**config.mk**
```make
export PLATFORM = sky130hd
export DESIGN_NAME = psc_pattern_sequencer_control
export DESIGN_NICKNAME = d
export VERILOG_FILES = /design/src/psc_pattern_sequencer_control.v
export VERILOG_INCLUDE_DIRS = /design/src
export SDC_FILE = /design/constraint.sdc
export NUM_CORES = 1
export LEC_CHECK = 0
export BUFFER_PORTS_ARGS = -buffer_cell sky130_fd_sc_hd__buf_2
export CAP_MARGIN = 20
export CORE_ASPECT_RATIO = 0.9
export CORE_MARGIN = 1.5
export CORE_UTILIZATION = 30
export DETAILED_ROUTE_END_ITERATION = 10
export SYNTH_ARGS = -nofsm -noshare
export SYNTH_HDL_FRONTEND = slang
export SYNTH_SLANG_ARGS = --single-unit
```
**constraint.sdc**
```tcl
create_clock -name i_clk -period 3.3 [get_ports i_clk]
set_input_delay 0.165 -clock i_clk [delete_from_list [all_inputs] [get_ports i_clk]]
set_output_delay 0.165 -clock i_clk [all_outputs]
set_load 0.01 [all_outputs]
```
**src/psc_defs.vh**
```
// Constants for the pattern sequencer control core
`ifndef PSC_DEFS_VH
`define PSC_DEFS_VH

`define PSC_AW            14
`define PSC_ADDR_ZERO     14'h0000
`define PSC_DIV_W         26

// Cycle mode encodings
`define PSC_CYC_AUTO      3'h0
`define PSC_CYC_SINGLE    3'h1
`define PSC_CYC_GATED     3'h2
`define PSC_CYC_INIT_GATE 3'h3
`define PSC_CYC_INIT_AUTO 3'h4

// Clock source encodings
`define PSC_CLK_INT       2'h0
`define PSC_CLK_EXT_RISE  2'h1
`define PSC_CLK_EXT_FALL  2'h2
`define PSC_CLK_MANUAL    2'h3

// Rear input sense encodings
`define PSC_SENSE_OFF     2'h0
`define PSC_SENSE_RISE    2'h1
`define PSC_SENSE_FALL    2'h2

// Operating states
`define PSC_ST_STOP       2'h0
`define PSC_ST_RUN        2'h1
`define PSC_ST_BREAK      2'h2

// Strobe output pulse: width in ns and cycles at 40 MHz
`define PSC_CLK_NS        25
`define PSC_STB_PULSE_NS  8
`define PSC_STB_PULSE_CYC 1

`endif

```
**src/psc_pattern_sequencer_control.v**
```verilog
// Pattern sequencer control core: address stepping, states, clocking
`include "psc_defs.vh"

// Functional notes
// Continuous mode wraps window until stop/break
// Single mode runs window once, halts
// Single mode: each run edge one pass
// Gated: run while gate true, finish window
// Gated modes ignore the run key
// Preload repeat: zero to start, then cycle
// Preload gated: gate starts, stops at end
// Other modes start on key or edge
// Gated modes disable all break functions
// Strobe-break: strobe one enters break
// Clock one keeps toggling in break
// Internal clock rate programmable by divider
// External clock on rising or falling edge
// Manual keys step one address each
// Run input off, rising or falling
// Stop input off, rising or falling
// Break input off, rising or falling
// Strobe data mode gives strobe bit
// Strobe clock mode gives narrow pulse
// Start from stop at window start
// Start from break at current address
// Stop holds last word on outputs
// Rear inputs synchronised, acted once
module psc_pattern_sequencer_control (
	input  wire                   i_clk,
	input  wire                   i_rst,
	input  wire                   i_ce,
	input  wire [2:0]             i_cycle_mode,
	input  wire [1:0]             i_clock_source,
	input  wire [`PSC_DIV_W-1:0]  i_int_divide,
	input  wire [`PSC_AW-1:0]     i_window_start_address,
	input  wire [`PSC_AW-1:0]     i_window_end_address,
	input  wire                   i_strobe_break_en,
	input  wire                   i_clock_one_in_break,
	input  wire                   i_strobe_clock_mode,
	input  wire [1:0]             i_run_sense,
	input  wire [1:0]             i_stop_sense,
	input  wire [1:0]             i_break_sense,
	input  wire                   i_run_input,
	input  wire                   i_stop_input,
	input  wire                   i_break_input,
	input  wire                   i_outside_clock_input,
	input  wire                   i_run_key,
	input  wire                   i_stop_key,
	input  wire                   i_break_key,
	input  wire                   i_step_ahead_key,
	input  wire                   i_step_back_key,
	input  wire                   i_strobe_bit,
	output reg  [`PSC_AW-1:0]     o_address,
	output reg  [1:0]             o_state,
	output reg                    o_clock_one,
	output reg                    o_clock_two,
	output reg                    o_strobe_out
);

	// Edge qualification, used for run, stop and break inputs
	function edge_hit;
		input [1:0] sense;
		input       cur;
		input       prev;
		begin
			case (sense)
				`PSC_SENSE_RISE: edge_hit = cur & ~prev;
				`PSC_SENSE_FALL: edge_hit = ~cur & prev;
				default:         edge_hit = 1'b0;
			endcase
		end
	endfunction

	// Three rear inputs plus outside clock, two-stage sync plus history
	// The third stage only keeps history for edge detection; nothing
	// but the second stage ever reads the first one.
	reg  [3:0] sync_a;
	reg  [3:0] sync_b;
	reg  [3:0] sync_c;
	wire [3:0] raw_in;
	assign raw_in = {i_outside_clock_input, i_break_input,
		i_stop_input, i_run_input};

	// synchronise rear inputs
	genvar gi;
	generate
		for (gi = 0; gi < 4; gi = gi + 1) begin : g_sync
			always @(posedge i_clk) begin
				if (i_rst) begin
					sync_a[gi] <= 1'b0;
					sync_b[gi] <= 1'b0;
					sync_c[gi] <= 1'b0;
				end else if (i_ce) begin
					sync_a[gi] <= raw_in[gi];
					sync_b[gi] <= sync_a[gi];
					sync_c[gi] <= sync_b[gi];
				end
			end
		end
	endgenerate

	// Key edge detection; keys are level inputs, one action per press
	// A key held down acts once; it must be released to act again,
	// which keeps a slow operator from stepping many addresses.
	reg [4:0] key_prev;
	wire [4:0] key_now;
	wire [4:0] key_hit;
	assign key_now = {i_step_back_key, i_step_ahead_key, i_break_key,
		i_stop_key, i_run_key};
	assign key_hit = key_now & ~key_prev;

	always @(posedge i_clk) begin
		if (i_rst)
			key_prev <= 5'h00;
		else if (i_ce)
			key_prev <= key_now;
	end

	// Mode decode
	wire gated_mode;
	wire init_mode;
	assign gated_mode = (i_cycle_mode == `PSC_CYC_GATED) ||
		(i_cycle_mode == `PSC_CYC_INIT_GATE);
	assign init_mode = (i_cycle_mode == `PSC_CYC_INIT_GATE) ||
		(i_cycle_mode == `PSC_CYC_INIT_AUTO);

	// Qualified rear events; each edge lasts one cycle only
	wire run_edge;
	wire stop_edge;
	wire break_edge;
	wire gate_true;
	// run input sense
	assign run_edge = edge_hit(i_run_sense, sync_b[0], sync_c[0]);
	// stop input sense
	assign stop_edge = edge_hit(i_stop_sense, sync_b[1], sync_c[1]);
	// break input sense
	assign break_edge = edge_hit(i_break_sense, sync_b[2], sync_c[2]);
	// Gate level is true in the sensed polarity, false when disabled
	// Limitation: a gate shorter than one clock may never be seen,
	// since it is taken from the synchronised level.
	assign gate_true = (i_run_sense == `PSC_SENSE_RISE) ? sync_b[0] :
		(i_run_sense == `PSC_SENSE_FALL) ? ~sync_b[0] : 1'b0;

	// internal rate divider, tick every i_int_divide+1 cycles
	// A divide of zero advances on every clock; the counter width
	// sets the slowest internal rate.
	reg  [`PSC_DIV_W-1:0] div_cnt;
	wire                  int_tick;
	assign int_tick = (div_cnt >= i_int_divide);

	always @(posedge i_clk) begin
		if (i_rst)
			div_cnt <= {`PSC_DIV_W{1'b0}};
		else if (i_ce) begin
			if (int_tick)
				div_cnt <= {`PSC_DIV_W{1'b0}};
			else
				div_cnt <= div_cnt + 1'b1;
		end
	end

	// outside clock edge choice
	// The outside clock is sampled, so it must stay well below half
	// the system clock; each edge then gives one advance.
	reg adv_tick;
	always @* begin
		case (i_clock_source)
			`PSC_CLK_INT:      adv_tick = int_tick;
			`PSC_CLK_EXT_RISE: adv_tick = sync_b[3] & ~sync_c[3];
			`PSC_CLK_EXT_FALL: adv_tick = ~sync_b[3] & sync_c[3];
			default:           adv_tick = 1'b0;
		endcase
	end

	wire manual;
	// step keys only in manual clocking
	wire step_fwd;
	wire step_back;
	assign manual = (i_clock_source == `PSC_CLK_MANUAL);
	assign step_fwd = manual & key_hit[3];
	assign step_back = manual & key_hit[4] & ~gated_mode;

	// Sequencer state
	reg        preload;   // Still in the zero-to-start pass
	reg        finishing; // Gate fell; run on to window end
	reg        tick_clk;  // Clock phase, toggles per advance
	reg [1:0]  next_state;
	wire       running;
	wire       at_end;
	wire       step;
	assign running = (o_state == `PSC_ST_RUN);
	assign at_end = (o_address == i_window_end_address);
	// In manual run only forward keys advance
	assign step = running & (manual ? step_fwd : adv_tick);

	// Start requests
	wire start_req;
	// run key ignored in gated modes
	// key or run edge starts others
	// single mode restarts only when stopped
	assign start_req = gated_mode ? (gate_true & ~running) :
		(key_hit[0] | run_edge) & ~running;

	// Strobe break fires on arrival at a marked address. After a resume
	// the sequencer must first leave that address, else it would break
	// again at once and never get past the mark.
	reg strobe_armed;
	always @(posedge i_clk) begin
		if (i_rst)
			strobe_armed <= 1'b1;
		else if (i_ce) begin
			if (o_state == `PSC_ST_BREAK)
				strobe_armed <= 1'b0;
			else if (step || o_state == `PSC_ST_STOP)
				strobe_armed <= 1'b1;
		end
	end

	// Break requests; R9: none in gated modes
	wire break_req;
	// strobe one breaks on access
	assign break_req = ~gated_mode & running &
		(key_hit[2] | break_edge |
		(i_strobe_break_en & i_strobe_bit & strobe_armed));

	wire stop_req;
	assign stop_req = key_hit[1] | stop_edge;

	// End-of-window halt: single ends, gated finishes its last pass
	// A gate that falls mid-pass is remembered in finishing.
	wire halt_at_end;
	// single halts at end
	// gated finishes the window
	// preload gated stops at end
	assign halt_at_end = (i_cycle_mode == `PSC_CYC_SINGLE) ||
		(gated_mode && (finishing || !gate_true));

	// Next operating state. Stop outranks break, break outranks start,
	// so a stop and a run request in one cycle leave the block stopped.
	always @* begin
		next_state = o_state;
		if (stop_req)
			next_state = `PSC_ST_STOP;
		else if (break_req)
			// Break holds the current address for a later resume
			next_state = `PSC_ST_BREAK;
		else if (start_req)
			next_state = `PSC_ST_RUN;
		else if (step && !preload && at_end && halt_at_end)
			// Last word of a pass that must not wrap
			next_state = `PSC_ST_STOP;
	end

	// Main state and address sequencing
	always @(posedge i_clk) begin
		if (i_rst) begin
			o_state   <= `PSC_ST_STOP;
			o_address <= `PSC_ADDR_ZERO;
			preload   <= 1'b0;
			finishing <= 1'b0;
			tick_clk  <= 1'b0;
		end else if (i_ce) begin
			// State follows the priority decode above; the branches
			// below keep address and phase in step with it
			o_state <= next_state;
			if (stop_req) begin
				// address and word held on stop
				finishing <= 1'b0;
			end else if (break_req) begin
				// Break keeps address and phase as they stand
			end else if (start_req) begin
				finishing <= 1'b0;
				if (o_state == `PSC_ST_STOP) begin
					// restart at window or zero
					if (init_mode) begin
						o_address <= `PSC_ADDR_ZERO;
						preload   <= 1'b1;
					end else begin
						o_address <= i_window_start_address;
						preload   <= 1'b0;
					end
				end
				// break resume keeps address
			end else if (o_state == `PSC_ST_BREAK &&
				(step_fwd | step_back)) begin
				// manual steps move address in break
				o_address <= step_fwd ? o_address + 1'b1 :
					o_address - 1'b1;
				tick_clk  <= ~tick_clk;
			end else if (step) begin
				tick_clk <= ~tick_clk;
				if (gated_mode && !gate_true)
					finishing <= 1'b1;
				// preload pass reaches window start
				if (preload) begin
					if (o_address == i_window_start_address)
						preload <= 1'b0;
					else
						o_address <= o_address + 1'b1;
				end else if (at_end) begin
					// wrap to window start unless halting
					if (!halt_at_end)
						o_address <= i_window_start_address;
				end else begin
					o_address <= o_address + 1'b1;
				end
			end
		end
	end

	// Clock outputs follow advance phase
	// Both lag the address by one cycle, so the word is settled
	// before the clock edge that a device under test will use.
	always @(posedge i_clk) begin
		if (i_rst) begin
			o_clock_one <= 1'b0;
			o_clock_two <= 1'b0;
		end else if (i_ce) begin
			o_clock_two <= tick_clk;
			// clock one runs on in break
			if (o_state == `PSC_ST_BREAK && i_clock_one_in_break &&
				!gated_mode)
				o_clock_one <= int_tick ? ~o_clock_one : o_clock_one;
			else
				o_clock_one <= tick_clk;
		end
	end

	// Strobe output; pulse is one system cycle, the nearest to the width
	// At one advance per clock the pulses merge into a steady high,
	// a cost of keeping the output on the system clock.
	always @(posedge i_clk) begin
		if (i_rst)
			o_strobe_out <= 1'b0;
		else if (i_ce) begin
			if (i_strobe_clock_mode)
				// narrow clock pulse per advance
				o_strobe_out <= step;
			else
				// strobe bit as data channel
				o_strobe_out <= i_strobe_bit;
		end
	end

endmodule

```
==> results.md <==
- Worst skew pair latency: 0.34 ns
- Critical Path AT: 3.04 ns
- Die ar.: 0.0173 mm2
- Met1 Wirelength: 6.62 mm
- Synth Register Bits: 66
- Metal3 WL: 916 um
- Filler cells: 1668
- First-pass GRT wire length: 22.5 mm
- DR WL/cell: 15.0 um
- Layout Nets: 834
- Gpl congestion: 0.922
- Core Footprint: 0.0161 mm2
- Startpoint types: flip-flop
- Fin crit period: 2.77 ns
- Detailed Routing Iterations Pass 1: 5
- CTS Sinks: 66
- Most common cell after layout, fill and taps aside: buf_2
- IO Pins: 100
- Sequential share of the synthesized area: 26.7%
- Initial Util: 30.7%
- Antenna Nets Post-Route: 0
- Final Hold Viols: 0
- Top_reg_cell synth: dfxtp_1
- WP data required: 3.57 ns
- Synth warn: 0
- Total global routing overflow: 0
- Syn nets: 737
- Multi-input logic area: 0.00327 mm2
- Vias in the first global route: 4422
- Setup Fix Bufs, Post-CTS: 0
- Max layer used: met4
- Metal2 WL: 6.03 mm
- Share of cells above drive strength 1: 21.7%
- Syn Std Cell Area: 0.00496 mm2
- Via count: 4624
- N_diodes: 0
- DIE HEIGHT: 125 um
- Max Cap Violations: 0
- Total GRT Usage: 16.4%
- Fin util: 37.3%
- Clock Tree Root: clkbuf_16
- Setup TNS: 0 ns
- FMAX: 0.361 GHz
- Maximum clock path buffer count: 2
- Total CTS buffers: 9
- Commonest non-fill, non-tap cells in the layout: 99 x buf_2, 87 x nor2_1, 66 x dfxtp_1
- Crit. End Element: flip-flop
- Worst Path Max Fanout: 28
- P&R area growth vs syn: 21.3%
- Die X: 138 um
- PortBufs: 99
- Unique masters post-synth: 65
- Worst slew margin: 56.5%
- Actual slew at the worst max-slew pin: 0.646 ns
- Static Leak: 0.00265 uW
- Peak VDD IR: 0.269 mV
- Worst r2r path cells: 10
- DRC errors left: 0
- Vias per cell: 4.97
- Post-cts sizing count: 0
- Max-slew violations: 0
- Outcome: finished clean
- CTS HTree Levels: 3
- Mean Syn Cell Area: 7.98 um2
- Final setup vio count: 0
- Reg clk slew, reported paths: 0.06 ns
- Routed wire length: 14.0 mm
- Pin count of the biggest net entering global routing: 44
- Max Clock Skew: 0.00591 ns
- Cells after Synth: 621
- Number of synthesized flops with an enable pin: 0
- RSZ-0062 raised after global routing: false
- Async SR Flop Fraction: 0%
- Fin crit share: 84.1%
- Hold_buf cts: 0
- Row cnt: 44
- Initial antenna violation count: 0
- Detail Placement HPWL: 10.9 mm
- Pwr/cell area: 406 mW/mm2
- CTS tree: yes
- DRT iter0 DRCs: 374
- Hold Crit Depth: 3
- FF/Latch Area: 0.00132 mm2
- WS Path Type: flip-flop to flip-flop
- Hold/Removal Path Class: input pin to flip-flop
-- per-stage QoR --
| stage | total power [uW] | hold slack [ns] | cells | cell area (um2) | worst slack [ns] |
|---|---|---|---|---|---|
| floorplan | 1170 | 0.312 | 621 | 4960 | 0.879 |
| global placement | 1330 | 0.405 | 914 | 5670 | 0.582 |
| detailed placement | 1330 | 0.422 | 914 | 5670 | 0.516 |
| CTS | 2470 | 0.0546 | 930 | 6010 | 0.511 |
| global route | 2550 | 0.0868 | 930 | 6010 | 0.264 |
| finish | 2440 | 0.0664 | 930 | 6010 | 0.526 |
-- report_power, final --
part           switching [uW]  internal, uW
Clock                     380           741
Combinational             264           197
Sequential               34.6           823
-- layout make-up --
cell class / count / share of cell area, %
multi-input combinational: 477 / 54.4
sequential: 66 / 22.0
timing repair buffer: 117 / 10.7
tap: 207 / 4.31
clock buffer: 10 / 3.81
inverter: 47 / 2.93
clock inverter: 6 / 1.91
-- kinds of logic (layout without fill, tap and decap cells) --
logic type,after synthesis,in the layout,synth area share (%)
multiplexers,21,21,4.24
AO/OA/AOI/OAI,120,120,17.7
AND/OR/NAND/NOR,242,242,24.6
XOR/XNOR,59,59,10.6
buffers and inverters,78,180,7.37
adder cells (fa/ha/maj),35,35,8.84
flip-flops,66,66,26.7
-- sequential cells by signal (all words and copies together) (netlist names) --
name and count:
o_strobe_out 1, o_clock_two 1, finishing 1, o_state 2, preload 1, sync_c 4, o_address 14, sync_b 4
key_prev 5, div_cnt 26, strobe_armed 1, o_clock_one 1, sync_a 4, tick_clk 1
-- path summary, 6_finish.rpt --
path / from / endpoint / slack (ns)
worst max register to register: div_cnt[24] / o_address[11] / 0.53
worst min register to register: o_strobe_out / o_strobe_out / 0.48
worst min-delay path: i_stop_input / sync_a[1] / 0.07
worst max-delay path: div_cnt[24] / o_address[11] / 0.53
-- critical path, cell delays in order, from the launching register on --
cell and delay [ns]:
dfxtp_1 0.33, ha_1 0.31, nand4_1 0.16, nor4_2 0.39
o211ai_1 0.14, a31oi_1 0.26, o31ai_2 0.15, a2bb2oi_4 0.19
buf_4 0.25, or3_1 0.40, a21oi_1 0.14
-- layer usage --
metal	vias up	GRT usage, %
met4	0	7.12
met3	30	4.10
met2	138	25.0
li1	2379	-
met1	2077	21.9
met5	-	0
-- cells in the mapped netlist (8+ instances only) --
library cell | number | share of area [%]
xnor2_1 | 27 | 4.8
nor2_1 | 87 | 6.6
nand2_1 | 41 | 3.1
nor2b_1 | 8 | 1.0
dfxtp_1 | 66 | 27
nand3_1 | 22 | 2.2
o21ai_0 | 14 | 1.4
mux2i_1 | 21 | 4.2
nand4_1 | 15 | 1.9
inv_1 | 47 | 3.6
nor3_1 | 8 | 0.81
and2_1 | 8 | 1.0
a21oi_1 | 37 | 3.7
ha_1 | 35 | 8.8
clkbuf_1 | 12 | 0.91
a221oi_1 | 10 | 1.8
xor2_1 | 31 | 5.5
nand2b_1 | 10 | 1.3
Note: power is estimated with default switching activity, not from simulation.
